[src/rtl/eii_regs.vh]
// Constants for the external interrupt input front end.
// Assumes a single 40 MHz clock and no software-visible registers.
`ifndef EII_REGS_VH
`define EII_REGS_VH
`define EII_NMI_TYPE 8'h02
`define EII_NUM_MASK 4
`define EII_CLK_MHZ 40
`define EII_ACK_NS 25
`define EII_ACK_CYC ((`EII_ACK_NS * `EII_CLK_MHZ + 999) / 1000)
`define EII_SRC_NMI 3'h4
`define EII_SRC_NONE 3'h7
`endif

[src/rtl/eii_sync.v]
// Two-flop synchroniser with edge detect from the second stage onward.
// Assumes the input may be asynchronous to mclk.
`timescale 1ns/100ps
module eii_sync (
  // Clock and reset
  input wire mclk,
  input wire arst_n,
  // Raw input and synchronised results
  input wire din,
  output reg sync_q,
  output wire rise
);
  reg meta_q;
  reg last_q;
  always @(posedge mclk or negedge arst_n) begin
    if (!arst_n) begin
      meta_q <= 1'b0;
      sync_q <= 1'b0;
      last_q <= 1'b0;
    end else begin
      meta_q <= din;
      sync_q <= meta_q;
      last_q <= sync_q;
    end
  end
  assign rise = sync_q & ~last_q;
endmodule // eii_sync

[src/rtl/eii_top.v]
// External interrupt front end: one non-maskable input, four maskable pins.
// Assumes the core pulses inst_boundary between instructions and accepts
// the presented request with irq_accept.
`timescale 1ns/100ps
`include "eii_regs.vh"
module eii_top (
  // Clock and reset
  input wire mclk,
  input wire arst_n,
  // Non-maskable request pin
  input wire nmi_pin,
  // Maskable request pins (c and d are two-way)
  input wire mask_req_a,
  input wire mask_req_b,
  input wire mask_req_c,
  input wire mask_req_d,
  output reg ack_out_c,
  output reg ack_out_d,
  output reg ack_oe_c,
  output reg ack_oe_d,
  // Configuration
  input wire [3:0] level_mode,
  input wire [3:0] mask_en,
  input wire ack_mode_c,
  input wire ack_mode_d,
  input wire slave_mode,
  // Core side
  input wire inst_boundary,
  input wire irq_accept,
  output reg nmi_start_q,
  output reg irq_valid_q,
  output reg [7:0] irq_type_q,
  output reg [2:0] irq_src_q,
  output reg slave_req_q
);
  localparam ST_IDLE = 2'h0;
  localparam ST_NMI = 2'h1;
  localparam ST_MASK = 2'h2;
  localparam ST_ACK = 2'h3;

  wire [3:0] raw_req;
  wire [3:0] req_sync;
  wire [3:0] req_rise;
  wire [3:0] pin_is_in;
  wire nmi_sync;
  wire nmi_rise;
  reg nmi_pend_q;
  reg [3:0] pend_q;
  reg [3:0] req_act;
  reg [1:0] st_q;
  reg [1:0] st_d;
  reg [2:0] sel;
  reg [2:0] cur_q;
  reg [1:0] ack_cnt_q;
  integer k;
  reg ack_hit_c;
  reg ack_hit_d;
  wire go_nmi;
  wire go_mask;
  wire go_ack;
  wire take_now;
  // Pulse length held as a full word so the counter load is a plain slice
  localparam [31:0] ACK_CYC_W = `EII_ACK_CYC;

  assign raw_req = {mask_req_d, mask_req_c, mask_req_b, mask_req_a};
  // Pins c and d stop being requests when acking or in slave operation
  assign pin_is_in = {~(ack_mode_d | slave_mode),
                      ~(ack_mode_c | slave_mode), 2'h3};

  eii_sync u_nmi_sync (
    .mclk(mclk),
    .arst_n(arst_n),
    .din(nmi_pin),
    .sync_q(nmi_sync),
    .rise(nmi_rise)
  );

  genvar g;
  generate
    for (g = 0; g < `EII_NUM_MASK; g = g + 1) begin : g_req
      eii_sync u_sync (
        .mclk(mclk),
        .arst_n(arst_n),
        .din(raw_req[g]),
        .sync_q(req_sync[g]),
        .rise(req_rise[g])
      );
      always @(posedge mclk or negedge arst_n) begin
        if (!arst_n) begin
          pend_q[g] <= 1'b0;
        end else if (req_rise[g] & pin_is_in[g]) begin
          pend_q[g] <= 1'b1; // set wins over accept
        end else if (irq_accept && st_q == ST_MASK && cur_q == g) begin
          pend_q[g] <= 1'b0;
        end
      end
      always @* begin
        // Level mode follows the pin; edge mode uses the latched flag
        req_act[g] = pin_is_in[g] & mask_en[g] &
                     (level_mode[g] ? req_sync[g] : pend_q[g]);
      end
    end
  endgenerate

  // NMI latch: no enable term anywhere on this path
  always @(posedge mclk or negedge arst_n) begin
    if (!arst_n) begin
      nmi_pend_q <= 1'b0;
    end else if (nmi_rise) begin
      nmi_pend_q <= 1'b1;
    end else if (irq_accept && st_q == ST_NMI) begin
      nmi_pend_q <= 1'b0;
    end
  end

  // Fixed priority: a over b over c over d
  always @* begin
    sel = `EII_SRC_NONE;
    for (k = `EII_NUM_MASK - 1; k >= 0; k = k - 1) begin
      if (req_act[k]) begin
        sel = k[2:0];
      end
    end
  end

  always @* begin
    st_d = st_q;
    case (st_q)
      ST_IDLE: begin
        if (inst_boundary && nmi_pend_q) begin
          st_d = ST_NMI;
        end else if (inst_boundary && sel != `EII_SRC_NONE) begin
          st_d = ST_MASK;
        end
      end
      ST_NMI: begin
        if (irq_accept) begin
          st_d = ST_IDLE;
        end
      end
      ST_MASK: begin
        if (irq_accept) begin
          st_d = ST_ACK;
        end
      end
      ST_ACK: begin
        if (ack_cnt_q == 2'h1) begin
          st_d = ST_IDLE;
        end
      end
      default: st_d = ST_IDLE;
    endcase
  end

  // Transitions the output stage reacts to
  assign go_nmi = st_q == ST_IDLE && st_d == ST_NMI;
  assign go_mask = st_q == ST_IDLE && st_d == ST_MASK;
  assign go_ack = st_q == ST_MASK && st_d == ST_ACK;
  assign take_now = irq_accept && (st_q == ST_NMI || st_q == ST_MASK);

  // Pin c answers request a and pin d answers request b; a pin that is an
  // acknowledge output can never be the request it would answer
  always @* begin
    ack_hit_c = 1'b0;
    ack_hit_d = 1'b0;
    if (go_ack) begin
      ack_hit_c = cur_q == 3'h0 && ack_mode_c && !slave_mode;
      // Slave operation acknowledges every taken maskable request on pin d; a taken NMI gets no pulse
      ack_hit_d = (cur_q == 3'h1 && ack_mode_d) || slave_mode;
    end
  end

  always @(posedge mclk or negedge arst_n) begin
    if (!arst_n) begin
      st_q <= ST_IDLE;
      cur_q <= `EII_SRC_NONE;
      ack_cnt_q <= 2'h0;
      nmi_start_q <= 1'b0;
      irq_valid_q <= 1'b0;
      irq_type_q <= 8'h00;
      irq_src_q <= `EII_SRC_NONE;
      ack_out_c <= 1'b1;
      ack_out_d <= 1'b1;
      ack_oe_c <= 1'b0;
      ack_oe_d <= 1'b0;
      slave_req_q <= 1'b0;
    end else begin
      st_q <= st_d;
      nmi_start_q <= 1'b0;
      // Slave operation forwards request a as the cascade request
      slave_req_q <= slave_mode & req_sync[0];
      ack_oe_c <= ack_mode_c & ~slave_mode;
      ack_oe_d <= ack_mode_d | slave_mode;
      if (go_nmi) begin
        nmi_start_q <= 1'b1;
        irq_valid_q <= 1'b1;
        irq_type_q <= `EII_NMI_TYPE;
        irq_src_q <= `EII_SRC_NMI;
        cur_q <= `EII_SRC_NMI;
      end else if (go_mask) begin
        irq_valid_q <= 1'b1;
        irq_type_q <= 8'h0C + {5'h00, sel};
        irq_src_q <= sel;
        cur_q <= sel;
      end else if (take_now) begin
        irq_valid_q <= 1'b0;
      end
      if (go_ack) begin
        ack_cnt_q <= ACK_CYC_W[1:0];
        ack_out_c <= ~ack_hit_c;
        ack_out_d <= ~ack_hit_d;
      end else if (ack_cnt_q != 2'h0) begin
        ack_cnt_q <= ack_cnt_q - 2'h1;
        if (ack_cnt_q == 2'h1) begin
          ack_out_c <= 1'b1;
          ack_out_d <= 1'b1;
        end
      end
    end
  end
endmodule // eii_top

[config.mk]
export PLATFORM = sky130hd
export DESIGN_NAME = eii_top
export DESIGN_NICKNAME = d
export VERILOG_FILES = /design/src/rtl/eii_sync.v /design/src/rtl/eii_top.v
export VERILOG_INCLUDE_DIRS = /design/src /design/src/rtl
export SDC_FILE = /design/constraint.sdc
export NUM_CORES = 1
export LEC_CHECK = 0
export ABC_AREA = 1
export BUFFER_PORTS_ARGS = -buffer_cell sky130_fd_sc_hd__buf_2
export CAP_MARGIN = 5
export CORE_ASPECT_RATIO = 1.2
export CORE_MARGIN = 1
export CORE_UTILIZATION = 35
export CTS_CLUSTER_SIZE = 14
export DETAILED_ROUTE_END_ITERATION = 8
export PLACE_DENSITY = 0.57
export SLEW_MARGIN = 10
export SYNTH_ARGS = -nofsm -noshare
export SYNTH_HDL_FRONTEND = slang
export SYNTH_SLANG_ARGS = --single-unit
[constraint.sdc]
create_clock -name mclk -period 2.97 [get_ports mclk]
set_clock_uncertainty 0.1 [all_clocks]
set_input_delay 0.297 -clock mclk [delete_from_list [all_inputs] [get_ports mclk]]
set_output_delay 0.297 -clock mclk [all_outputs]
set_load 0.01 [all_outputs]
Yosys cells after proc, flatten, opt, wreduce, memory -nomap -nowiden
Index checks and enable logic that the tools add are counted.
{"block": "totals", "ff_bits": 42, "output_inout_bits": 18}
{"block": "classes", "eq_ne": 11, "addsub": 2, "bitwise": 27, "reduce_logical": 31, "muxes": 40}
{"cell": "$mux W1", "count": 24}
{"cell": "$mux W3", "count": 6}
{"cell": "$reduce_bool A2 Y1", "count": 9}
{"cell": "$mux W8", "count": 2}
{"cell": "$and A1 B1 Y1", "count": 15}
{"cell": "$logic_and A1 B1 Y1", "count": 15}
{"cell": "$mux W2", "count": 7}
{"cell": "$not A1 Y1", "count": 10}
{"cell": "$eq A2 B2 Y1 const B", "count": 4}
{"cell": "$pmux W2 S4", "count": 1}
{"cell": "$eq A2 B1 Y1 const B", "count": 3}
{"cell": "$eq A3 B2 Y1 const B", "count": 2}
{"cell": "$add A4 B3 Y5 const A", "count": 1}
{"cell": "$eq A3 B1 Y1 const B", "count": 1}
{"cell": "$logic_not A3 Y1", "count": 1}
{"cell": "$ne A3 B3 Y1 const B", "count": 1}
{"cell": "$reduce_bool A3 Y1", "count": 1}
{"cell": "$logic_not A2 Y1", "count": 1}
{"cell": "$logic_or A1 B1 Y1", "count": 2}
{"cell": "$or A1 B1 Y1", "count": 2}
{"cell": "$reduce_and A2 Y1", "count": 1}
{"cell": "$sub A2 B1 Y2 const B", "count": 1}
{"cell": "$logic_not A1 Y1", "count": 1}

Logic depth before layout (Yosys ltp)
Gate-level depths: netlist of the first run.
{"block": "depth", "depth_word": 18, "ltp_mapped": 14, "ltp_nobuf": 14}

Modules after synthesis
A second synthesis of the first run with hierarchy kept.
{"block": "unflattened", "hier_cells": 190, "hier_area_um2": 1801.7}
{"mod": "eii_top", "cells_each": 165, "area_per_inst_um2": 1376.3, "n_inst": 1}
{"mod": "eii_sync", "cells_each": 5, "area_per_inst_um2": 85.1, "n_inst": 5}

Worst setup path before layout of the first run
Ideal clock, no wire load.
{"block": "synth_path", "path_kind": "reg2reg", "start": "register st_q[1]", "end": "register irq_type_q[3]", "required_ns": 2.793, "setup_slack_ns": 1.205, "t_arrival_ns": 1.588, "stages_incl_launch_ff": 9, "cell_sequence": "dfrtp_1 inv_1 ha_1 inv_1 nor2_1 nand2_1 nand2_2 nand2_1 o21ai_1"}
{"block": "synth_between", "elab_chain_len": 6, "word_cells_on_any_way": 16}
{"element": "from (decl)", "line": "eii_top.v:50", "source": "reg [1:0] st_q;"}
{"element": "from (signal assigned)", "line": "eii_top.v:188", "source": "st_q <= st_d;"}
{"element": "$mux W2", "line": "eii_top.v:132", "source": "end else if (inst_boundary && sel != `EII_SRC_NONE) begin"}
{"element": "$mux W2", "line": "eii_top.v:130", "source": "if (inst_boundary && nmi_pend_q) begin"}
{"element": "$pmux W2 S4", "line": "eii_top.v:128", "source": "case (st_q)"}
{"element": "$eq A2 B1 Y1 / $eq A2 B2 Y1 (equally long branches)", "line": "eii_top.v:156, eii_top.v:157"}
{"element": "$logic_and A1 B1 Y1, on equally long branches", "line": "eii_top.v:156, eii_top.v:157"}
{"element": "$mux W8 / $reduce_bool A2 Y1 (equally long branches)"}
{"element": "to (signal assigned)", "line": "eii_top.v:197", "source": "irq_type_q <= `EII_NMI_TYPE;"}
{"element": "to (signal assigned)", "line": "eii_top.v:202", "source": "irq_type_q <= 8'h0C + {5'h00, sel};"}
{"element": "to (decl)", "line": "eii_top.v:32", "source": "output reg [7:0] irq_type_q,"}
Several ways; a longest one is shown, not always the timed one.
A chain may end at the register's enable or synchronous reset.

Final worst setup path of the first run
Ends and elaborated chain as after synthesis.

==> flow_summary.ini, run 1 <==
[worst_setup_path]
arrival_ps = 2130
crit_required_ps = 3080
r2r_end = irq_type_q[3]
reg2reg_depth = 8
worstSetupStartpointType = register
reg2reg_from = st_q[1]
rrSetupSlack_ps = 950
worstPathMaxFanout = 10
critPathKind = reg2reg
cp-end-kind = register

[synthesis]
synth_xor_xnor_area_share = 0
ys_top_cells_by_area = dfrtp_1 (47%), nand2_1 (8.0%), dfstp_2 (7.5%), inv_1 (6.2%), ha_1 (4.3%)
avgSynthCellArea_um2 = 9.59
synth-simple-area-share = 0.241
synth-seq-cells = 38
yosysUniqueCellTypes = 30
synthCells = 182
yosysWarnings = 0
muxShareOfSynthArea = 0
ys_seq_area_frac = 0.548
yosys.area.top_type = dfrtp_1
syn_area_mm2 = 0.00175
synth_top_family_by_area = simple AND/OR/NAND/NOR gates
post_synth_fa_ha_maj_area_fraction = 0.0430
synth_top_area_frac = 0.473
synth_compound_area_frac = 0.0767

[floorplan]
start_util = 0.372
die-area_mm2 = 0.00527
rows = 27
io_pins = 38
die_w_um = 66.5
core_region_area_mm2 = 0.00470
die_h_um = 79.4

[power]
power_leakage_nw = 1.09
powerDensity_mw_per_mm2 = 915
vdd_drop_max_v = 0.000403

[clock_network]
h-tree-depth = 2
clk_path_buf_depth = 2
postCtsSetupBuffers = 0
hold_buffers = 0
cts_buffers = 5
clk_pin_slew_ps = 70
cts_root_buffer = clkbuf_8
numClockSinks = 38
clk_latency_ps = 290
tritoncts = done
ctsResizeCount = 0

[routing]
num_vias = 1278
wl_um = 3160
drc_errors = 0
first_pass_iters = 4
avgViaCountPerCell = 4.56
wl_per_cell_um = 11.3
first_iter_violations = 20
drtAntennaViolNets = 0

[timing]
holdWs_ps = 0.160
tightest_slew_ps = 809
relSlewSlack = 0.460
setup_viol = 0
drv_slew = 0
fin_ws_ps = 946
fmax_mhz = 494
finalHoldViolCount = 0
rsz0062_at_grt = false
fin_crit_ps = 2020
setup_tns_ps = 0
timing.final.crit_share = 0.681

[final_layout]
antenna_cells = 0
final_util = 0.438
nets = 247
fin_area_mm2 = 0.00206
area_growth_syn_to_layout_pct = 17.8
final_cell_mix = nand2_1 (37), buf_2 (34), dfrtp_1 (33), inv_1 (29), nand3_1 (13)
mostFrequentLayoutCell = nand2_1
n_fill_cell = 476
drive_gt1_frac = 0.315

[global_route]
grt_usage = 0.144
grt_pass1_vias = 1238
grt_start_max_net_pins = 39
grt_util_met1 = 0.179
grt_pass1_wl_um = 5510
grt-ovfl-total = 0
grt-busiest-layer = met2
use_met2 = 0.224
antenna_found_initial = 0
grt.met3_usage = 0.0445

[worst_hold_path]
hold_class = in2async

[placement]
io_buffers = 34
dpl.hpwl_um = 2370
pre_cts_slack_ps = 1010
place_area_mm2 = 0.00197
gp_congestion = 0.839

[outcome]
status = finished clean

[job]
drv_cap = 0
worst max-delay path, stage by stage, from the launching register on:
cell and delay [ps]:
dfrtp_1 420, inv_1 180, ha_1 320, inv_1 130, nor2_1 250, nand2_1 110, nand2_2 190, nand2_1 100
o21ai_1 140
how the worst max path moves through the flow:
| stage | end | cells past startpoint | slack [ps] | startpoint |
|---|---|---|---|---|
| final | irq_type_q[3] | 8 | 950 | st_q[1] |
| after global routing | ack_out_d | 9 | 830 | st_q[0] |
| after CTS | irq_type_q[3] | 8 | 960 | st_q[0] |
| after detailed placement | irq_type_q[3] | 8 | 1010 | st_q[1] |
| after global placement | irq_type_q[3] | 8 | 970 | st_q[1] |
| after floorplan | irq_type_q[3] | 8 | 1210 | st_q[1] |
cell usage after synthesis, drive strengths merged:
| library cell | n |
|---|---|
| dfstp | 5 |
| clkinv | 1 |
| buf | 4 |
| a31oi | 1 |
| nor2 | 10 |
| nor3 | 2 |
| a21oi | 4 |
| inv | 31 |
| nand2 | 47 |
| o21ai | 12 |
| dfrtp | 33 |
| ha | 6 |
| o21bai | 1 |
| and3 | 1 |
| nor4 | 2 |
| a311oi | 1 |
| o32ai | 1 |
| nand3 | 17 |
| conb | 1 |
| nand4 | 2 |
cell type report:
| class | instances | area, µm² | area share |
|---|---|---|---|
| clock inverters | 1 | 5.00 | 0.00243 |
| well taps | 58 | 72.6 | 0.0353 |
| clock buffers | 7 | 86.3 | 0.0420 |
| inverters | 32 | 125 | 0.0608 |
| repair buffers | 34 | 170 | 0.0827 |
| multi-input cells | 110 | 641 | 0.311 |
| flip-flops and latches | 38 | 957 | 0.465 |
registers in the layout, summed over array words and instances (netlist names), 2 cells and up:
name and count:
ack_cnt_q 2, cur_q 3, g_req.u_sync.sync_q 4, g_req.u_sync.meta_q 4, pend_q 4, st_q 2
irq_type_q 4, g_req.u_sync.last_q 4
per-stage QoR:
step,power (mW),cells
final,1.88,280
after CTS,1.91,280
after global routing,2.04,280
after floorplan,1.33,184
after detailed placement,1.54,272
after global placement,1.53,272
layer usage:
metal | wire length [µm] | share of wire | vias to the layer above
li1 | - | - | 655
met1 | 1440 | 0.46 | 585
met2 | 1490 | 0.47 | 32
met3 | 144 | 0.046 | 6
met4 | 88 | 0.028 | 0
met5 | 0 | 0 | -
power breakdown:
part | internal [mW] | leakage (nW) | total [mW] | switching [mW]
logic | 0.284 | 0.613 | 0.757 | 0.472
clock network | 0.187 | 0.0482 | 0.361 | 0.174
registers | 0.674 | 0.433 | 0.764 | 0.0900
logic make-up after synthesis:
group                    Yosys count
AND/OR/NAND/NOR                   81
flip-flops                        38
buffers and inverters             36
AO/OA/AOI/OAI                     20
adder cells (fa/ha/maj)            6
other                              1
(Power assumes the default switching activity.)
==> run 2: changes to the inputs <==
--- a/config.mk
+++ b/config.mk
@@ -14,7 +14,7 @@
 export CORE_UTILIZATION = 35
 export CTS_CLUSTER_SIZE = 14
 export DETAILED_ROUTE_END_ITERATION = 8
-export PLACE_DENSITY = 0.57
+export PLACE_DENSITY = 0.6
 export SLEW_MARGIN = 10
 export SYNTH_ARGS = -nofsm -noshare
 export SYNTH_HDL_FRONTEND = slang
==> constraint.sdc (replaced) <==
create_clock -name mclk -period 1.8 [get_ports mclk]
set_clock_uncertainty 0.1 [all_clocks]
set_input_delay 0.18 -clock mclk [delete_from_list [all_inputs] [get_ports mclk]]
set_output_delay 0.18 -clock mclk [all_outputs]
set_load 0.01 [all_outputs]
==> flow_summary.ini, run 2 (synthesis gave the netlist of run 1 again) <==
[power]
powerDensity_mw_per_mm2 = 1460
power_leakage_nw = 1.21
power.total_mw = 3.38
vdd_drop_max_v = 0.00103

[final_layout]
antenna_cells = 0
nets = 273
final_cell_mix = nand2_1 (34), buf_2 (34), dfrtp_1 (33), inv_1 (25), buf_4 (18)
final_util = 0.493
final_cells = 306
drive_gt1_frac = 0.403
fin_area_mm2 = 0.00231
area_growth_syn_to_layout_pct = 32.6

[worst_hold_path]
hp-start = ack_mode_d
hold_class = in2reg
hold_depth = 3
hold_end = ack_oe_d

[placement]
pre_cts_slack_ps = -26.4
io_buffers = 34
gp_congestion = 0.790
dp.cells = 287
place_area_mm2 = 0.00208
dpl.hpwl_um = 2330

[worst_setup_path]
rrSetupSlack_ps = 80
reg2reg_depth = 9
critPathTopFamily = simple AND/OR/NAND/NOR gates
slowest_delay_ps = 430
cp_slowest_cell = dfrtp_1
arrival_ps = 1840
path_cells = inv_1 > ha_1 > nand2_1 > and3_1 > a21oi_4 > nand3_4 > nand2_2 > nand2_1 > nand2_1
crit_required_ps = 1920
path_common_cell = nand2_1
reg2reg_from = st_q[0]
worstSetupStartpointType = register
cp-end-kind = register
critPathKind = reg2reg
worstPathMaxFanout = 5
r2r_end = ack_out_c
path_buf_inv = 1

[timing]
drv_slew = 0
setup_tns_ps = 0
finalHoldViolCount = 0
fmax_mhz = 582
rsz0062_at_grt = true
setup_viol = 0
fin_crit_ps = 1720
holdWs_ps = 24.8
fin_ws_ps = 80.6
timing.final.crit_share = 0.955

[global_route]
grt_pass1_vias = 1266
grt-ovfl-total = 0
grt_usage = 0.140
antenna_found_initial = 0
grt_pass1_wl_um = 5490
grt_start_max_net_pins = 39

[clock_network]
cts_root_buffer = clkbuf_8
numClockSinks = 38
h-tree-depth = 2
tritoncts = done
clk_latency_ps = 280
clk_path_buf_depth = 2
cts_buffers = 5
clk_pin_slew_ps = 70

[routing]
num_vias = 1350
first_pass_iters = 4
drc_errors = 0
first_iter_violations = 79
drtAntennaViolNets = 0
avgViaCountPerCell = 4.41
wl_um = 3330
wl_per_cell_um = 10.9

[floorplan]
rows = 27
core_region_area_mm2 = 0.00470
start_util = 0.372
die-area_mm2 = 0.00527
die_h_um = 79.4
io_pins = 38
die_w_um = 66.5

[job]
drv_cap = 0

[outcome]
status = finished clean
==> run 2: cell types whose count changed in the layout (fill, tap and decap cells not counted), sizes merged <==
cell | previous run | this run
dlygate4sd3 | 0 | 6
buf | 34 | 53
clkbuf | 7 | 6
clkinv | 2 | 3
nand3 | 17 | 18
==> run 2: worst max path at each step <==
stage	start	end	slack, ps	cells past startpoint
floorplan	st_q[1]	irq_type_q[3]	40	8
global placement	st_q[1]	ack_out_d	7	11
detailed placement	st_q[1]	ack_out_d	-30	11
CTS	st_q[1]	ack_out_d	50	11
global route	g_req[2].u_sync.sync_q	ack_out_c	-50	15
finish	st_q[0]	ack_out_c	80	9
==> run 2: metal layers <==
| layer | vias to the layer above | global-route usage | part of all wire |
|---|---|---|---|
| met4 | 0 | 0.0574 | 0.0069 |
| li1 | 702 | - | - |
| met5 | - | 0 | 0 |
| met1 | 617 | 0.182 | 0.48 |
| met2 | 29 | 0.213 | 0.46 |
| met3 | 2 | 0.0460 | 0.045 |
==> run 2: worst min-delay path: stages <==
cell	delay [ps]
buf_2	90
nor2_1	50
inv_1	60
==> run 2: area by class of cell <==
| class | count | area [µm²] |
|---|---|---|
| clock buffer | 6 | 72.6 |
| clock inverter | 2 | 10.0 |
| fill | 430 | 2380 |
| inverter | 32 | 125 |
| multi-input combinational | 111 | 701 |
| sequential | 38 | 957 |
| tap | 58 | 72.6 |
| timing repair buffer | 59 | 377 |
==> run 2: what timing repair did <==
item                                    4_1_cts  5_1_grt
buffers inserted                              1        3
pin swaps                                     0        8
resized for setup                             1       16
endpoints found under the hold margin        38        0
endpoints found under the setup margin        2       11
hold buffers                                  6        0
cloned                                        0        1
==> run 2: power by group <==
part	switching, mW	internal [mW]	leakage [nW]
clock network	0.280	0.268	0.0450
logic	0.918	0.672	0.737
registers	0.130	1.11	0.433
==> run 3: changes to the inputs <==
--- a/config.mk
+++ b/config.mk
@@ -6,7 +6,6 @@
 export SDC_FILE = /design/constraint.sdc
 export NUM_CORES = 1
 export LEC_CHECK = 0
-export ABC_AREA = 1
 export BUFFER_PORTS_ARGS = -buffer_cell sky130_fd_sc_hd__buf_2
 export CAP_MARGIN = 5
 export CORE_ASPECT_RATIO = 1.2
@@ -14,7 +13,7 @@
 export CORE_UTILIZATION = 35
 export CTS_CLUSTER_SIZE = 14
 export DETAILED_ROUTE_END_ITERATION = 8
-export PLACE_DENSITY = 0.6
+export GPL_TIMING_DRIVEN = 1
 export SLEW_MARGIN = 10
 export SYNTH_ARGS = -nofsm -noshare
 export SYNTH_HDL_FRONTEND = slang
==> flow_summary.ini, run 3 <==
[outcome]
status = finished clean

[worst_setup_path]
critPathKind = reg2reg
path_cells = mux2_4 > o2bb2ai_4 > o21a_4 > o22a_1 > o22a_1
reg2reg_from = pend_q[2]
slowest_delay_ps = 390
path_buf_inv = 0
startpoint = pend_q[2]
critPathTopFamily = compound AO/OA/AOI/OAI gates
worstSetupStartpointType = register
cp-end-kind = register
path_common_cell = o22a_1
arrival_ps = 1860
worstPathMaxFanout = 6
crit_required_ps = 1910
cp_slowest_cell = dfrtp_1

[power]
vdd_drop_max_v = 0.000597
power_leakage_nw = 1.09
powerDensity_mw_per_mm2 = 1360
power.total_mw = 3.06

[final_layout]
final_util = 0.482
nets = 237
mostFrequentLayoutCell = buf_2
drive_gt1_frac = 0.358
final_cell_mix = buf_2 (34), dfrtp_1 (33), nand2_1 (15), inv_1 (14), buf_4 (13)
multiInputGateArea_um2 = 723
n_fill_cell = 442
area_growth_syn_to_layout_pct = 29.5
antenna_cells = 0
final-seq-area_um2 = 957
fin_area_mm2 = 0.00225

[routing]
num_vias = 1275
wl_per_cell_um = 13.2
first_iter_violations = 43
drc_errors = 0
first_pass_iters = 4
wl_um = 3560
avgViaCountPerCell = 4.72
drtAntennaViolNets = 0

[synthesis]
synth-seq-cells = 38
synth_most_common_cell = dfrtp_1
async_reset_ff_frac = 1.00
synth_edf_count = 0
avgSynthCellArea_um2 = 11.3
ys_seq_area_frac = 0.552
synthCells = 153
yosysWarnings = 0
yosysUniqueCellTypes = 45
syn_area_mm2 = 0.00174
ys_top_cells_by_area = dfrtp_1 (48%), dfstp_2 (7.6%), ha_1 (4.3%), nand2_1 (3.2%), inv_1 (3.0%)
synth.top_cells.by_count = dfrtp_1 (33), nand2_1 (15), inv_1 (14)
yosys.area.top_type = dfrtp_1
synth_ff_type = dfrtp_1
synth_top_area_frac = 0.476

[clock_network]
cts_root_buffer = clkbuf_8
clk_pin_slew_ps = 70
tritoncts = done
clk_path_buf_depth = 2
clk_latency_ps = 280
cts_buffers = 5
numClockSinks = 38
h-tree-depth = 2

[floorplan]
die_h_um = 79.1
core_region_area_mm2 = 0.00466
die_w_um = 66.3
die-area_mm2 = 0.00525
io_pins = 38
rows = 27
start_util = 0.372

[placement]
dpl.hpwl_um = 2650
place_area_mm2 = 0.00205
pre_cts_slack_ps = -5.69
io_buffers = 34
gp_congestion = 0.866

[timing]
finalHoldViolCount = 0
setup_viol = 0
rsz0062_at_grt = false
fin_crit_ps = 1750
fmax_mhz = 572
fin_ws_ps = 52.0
drv_slew = 0
timing.final.crit_share = 0.971

[global_route]
grt-ovfl-total = 0
grt_pass1_wl_um = 6090
grt_usage = 0.155
grt_start_max_net_pins = 22
antenna_found_initial = 0
grt_pass1_vias = 1353

[job]
drv_cap = 0

[worst_hold_path]
hold_class = in2reg
hp-start = ack_mode_d
-- run 3: worst reg2reg max path: stages (launching register included) --
cell and delay, ps:
dfrtp_1 390, mux2_4 290, o2bb2ai_4 180, o21a_4 250, o22a_1 250, o22a_1 210
-- run 3: through the flow --
step                      hold slack [ps]  setup TNS [ps]  cells
after CTS                            44.0               0    268
final                                52.5               0    270
after floorplan                      -216               0    155
after global placement               40.7               0    253
after detailed placement             44.5           -5.69    253
after global routing                 60.2               0    270
-- run 3: final cells by class --
class | count | area share
Clock buffer | 7 | 0.0340
Clock inverter | 1 | 0.00334
Inverter | 14 | 0.0234
Multi-Input combinational cell | 97 | 0.322
Sequential cell | 38 | 0.426
Tap cell | 58 | 0.0323
Timing Repair Buffer | 55 | 0.159
-- run 3: logic make-up after synthesis --
kind of cell | after synthesis | synth area share
AND/OR/NAND/NOR | 47 | 0.136
flip-flops | 38 | 0.552
AO/OA/AOI/OAI | 35 | 0.179
buffers and inverters | 20 | 0.0519
adder cells (fa/ha/maj) | 6 | 0.0433
multiplexers | 4 | 0.0260
XOR/XNOR | 2 | 0.0101
other | 1 | 0.00216
-- run 3: power breakdown --
| group | internal (mW) | switching, mW |
|---|---|---|
| Clock | 0.274 | 0.287 |
| Combinational | 0.628 | 0.661 |
| Sequential | 1.07 | 0.145 |
| Total | 1.97 | 1.09 |
-- run 3: worst paths after layout --
kind / cells past startpoint / slack (ps) / endpoint
max: 5 / 50 / ack_out_c
min: 2 / 50 / ack_oe_d
max reg2reg: 5 / 50 / ack_out_c
min reg2reg: 0 / 240 / g_req[1].u_sync.sync_q
max in group asynchronous: 3 / 800 / cur_q[2]
min in group asynchronous: 2 / 260 / g_req[2].u_sync.meta_q
-- run 3: what timing repair did --
action,in CTS,in global routing
endpoints found under the hold margin,21,0
cloned,0,0
pin swaps,0,0
endpoints found under the setup margin,2,10
resized for setup,2,6
setup buffers,0,2
hold buffers,7,0
-- run 3: routing by layer --
metal,vias to the layer above,global-route usage,part of all wire
met3,7,0.0259,0.021
met5,-,0,0
met1,604,0.183,0.45
met4,0,0.0787,0.020
li1,641,-,-
met2,23,0.264,0.51
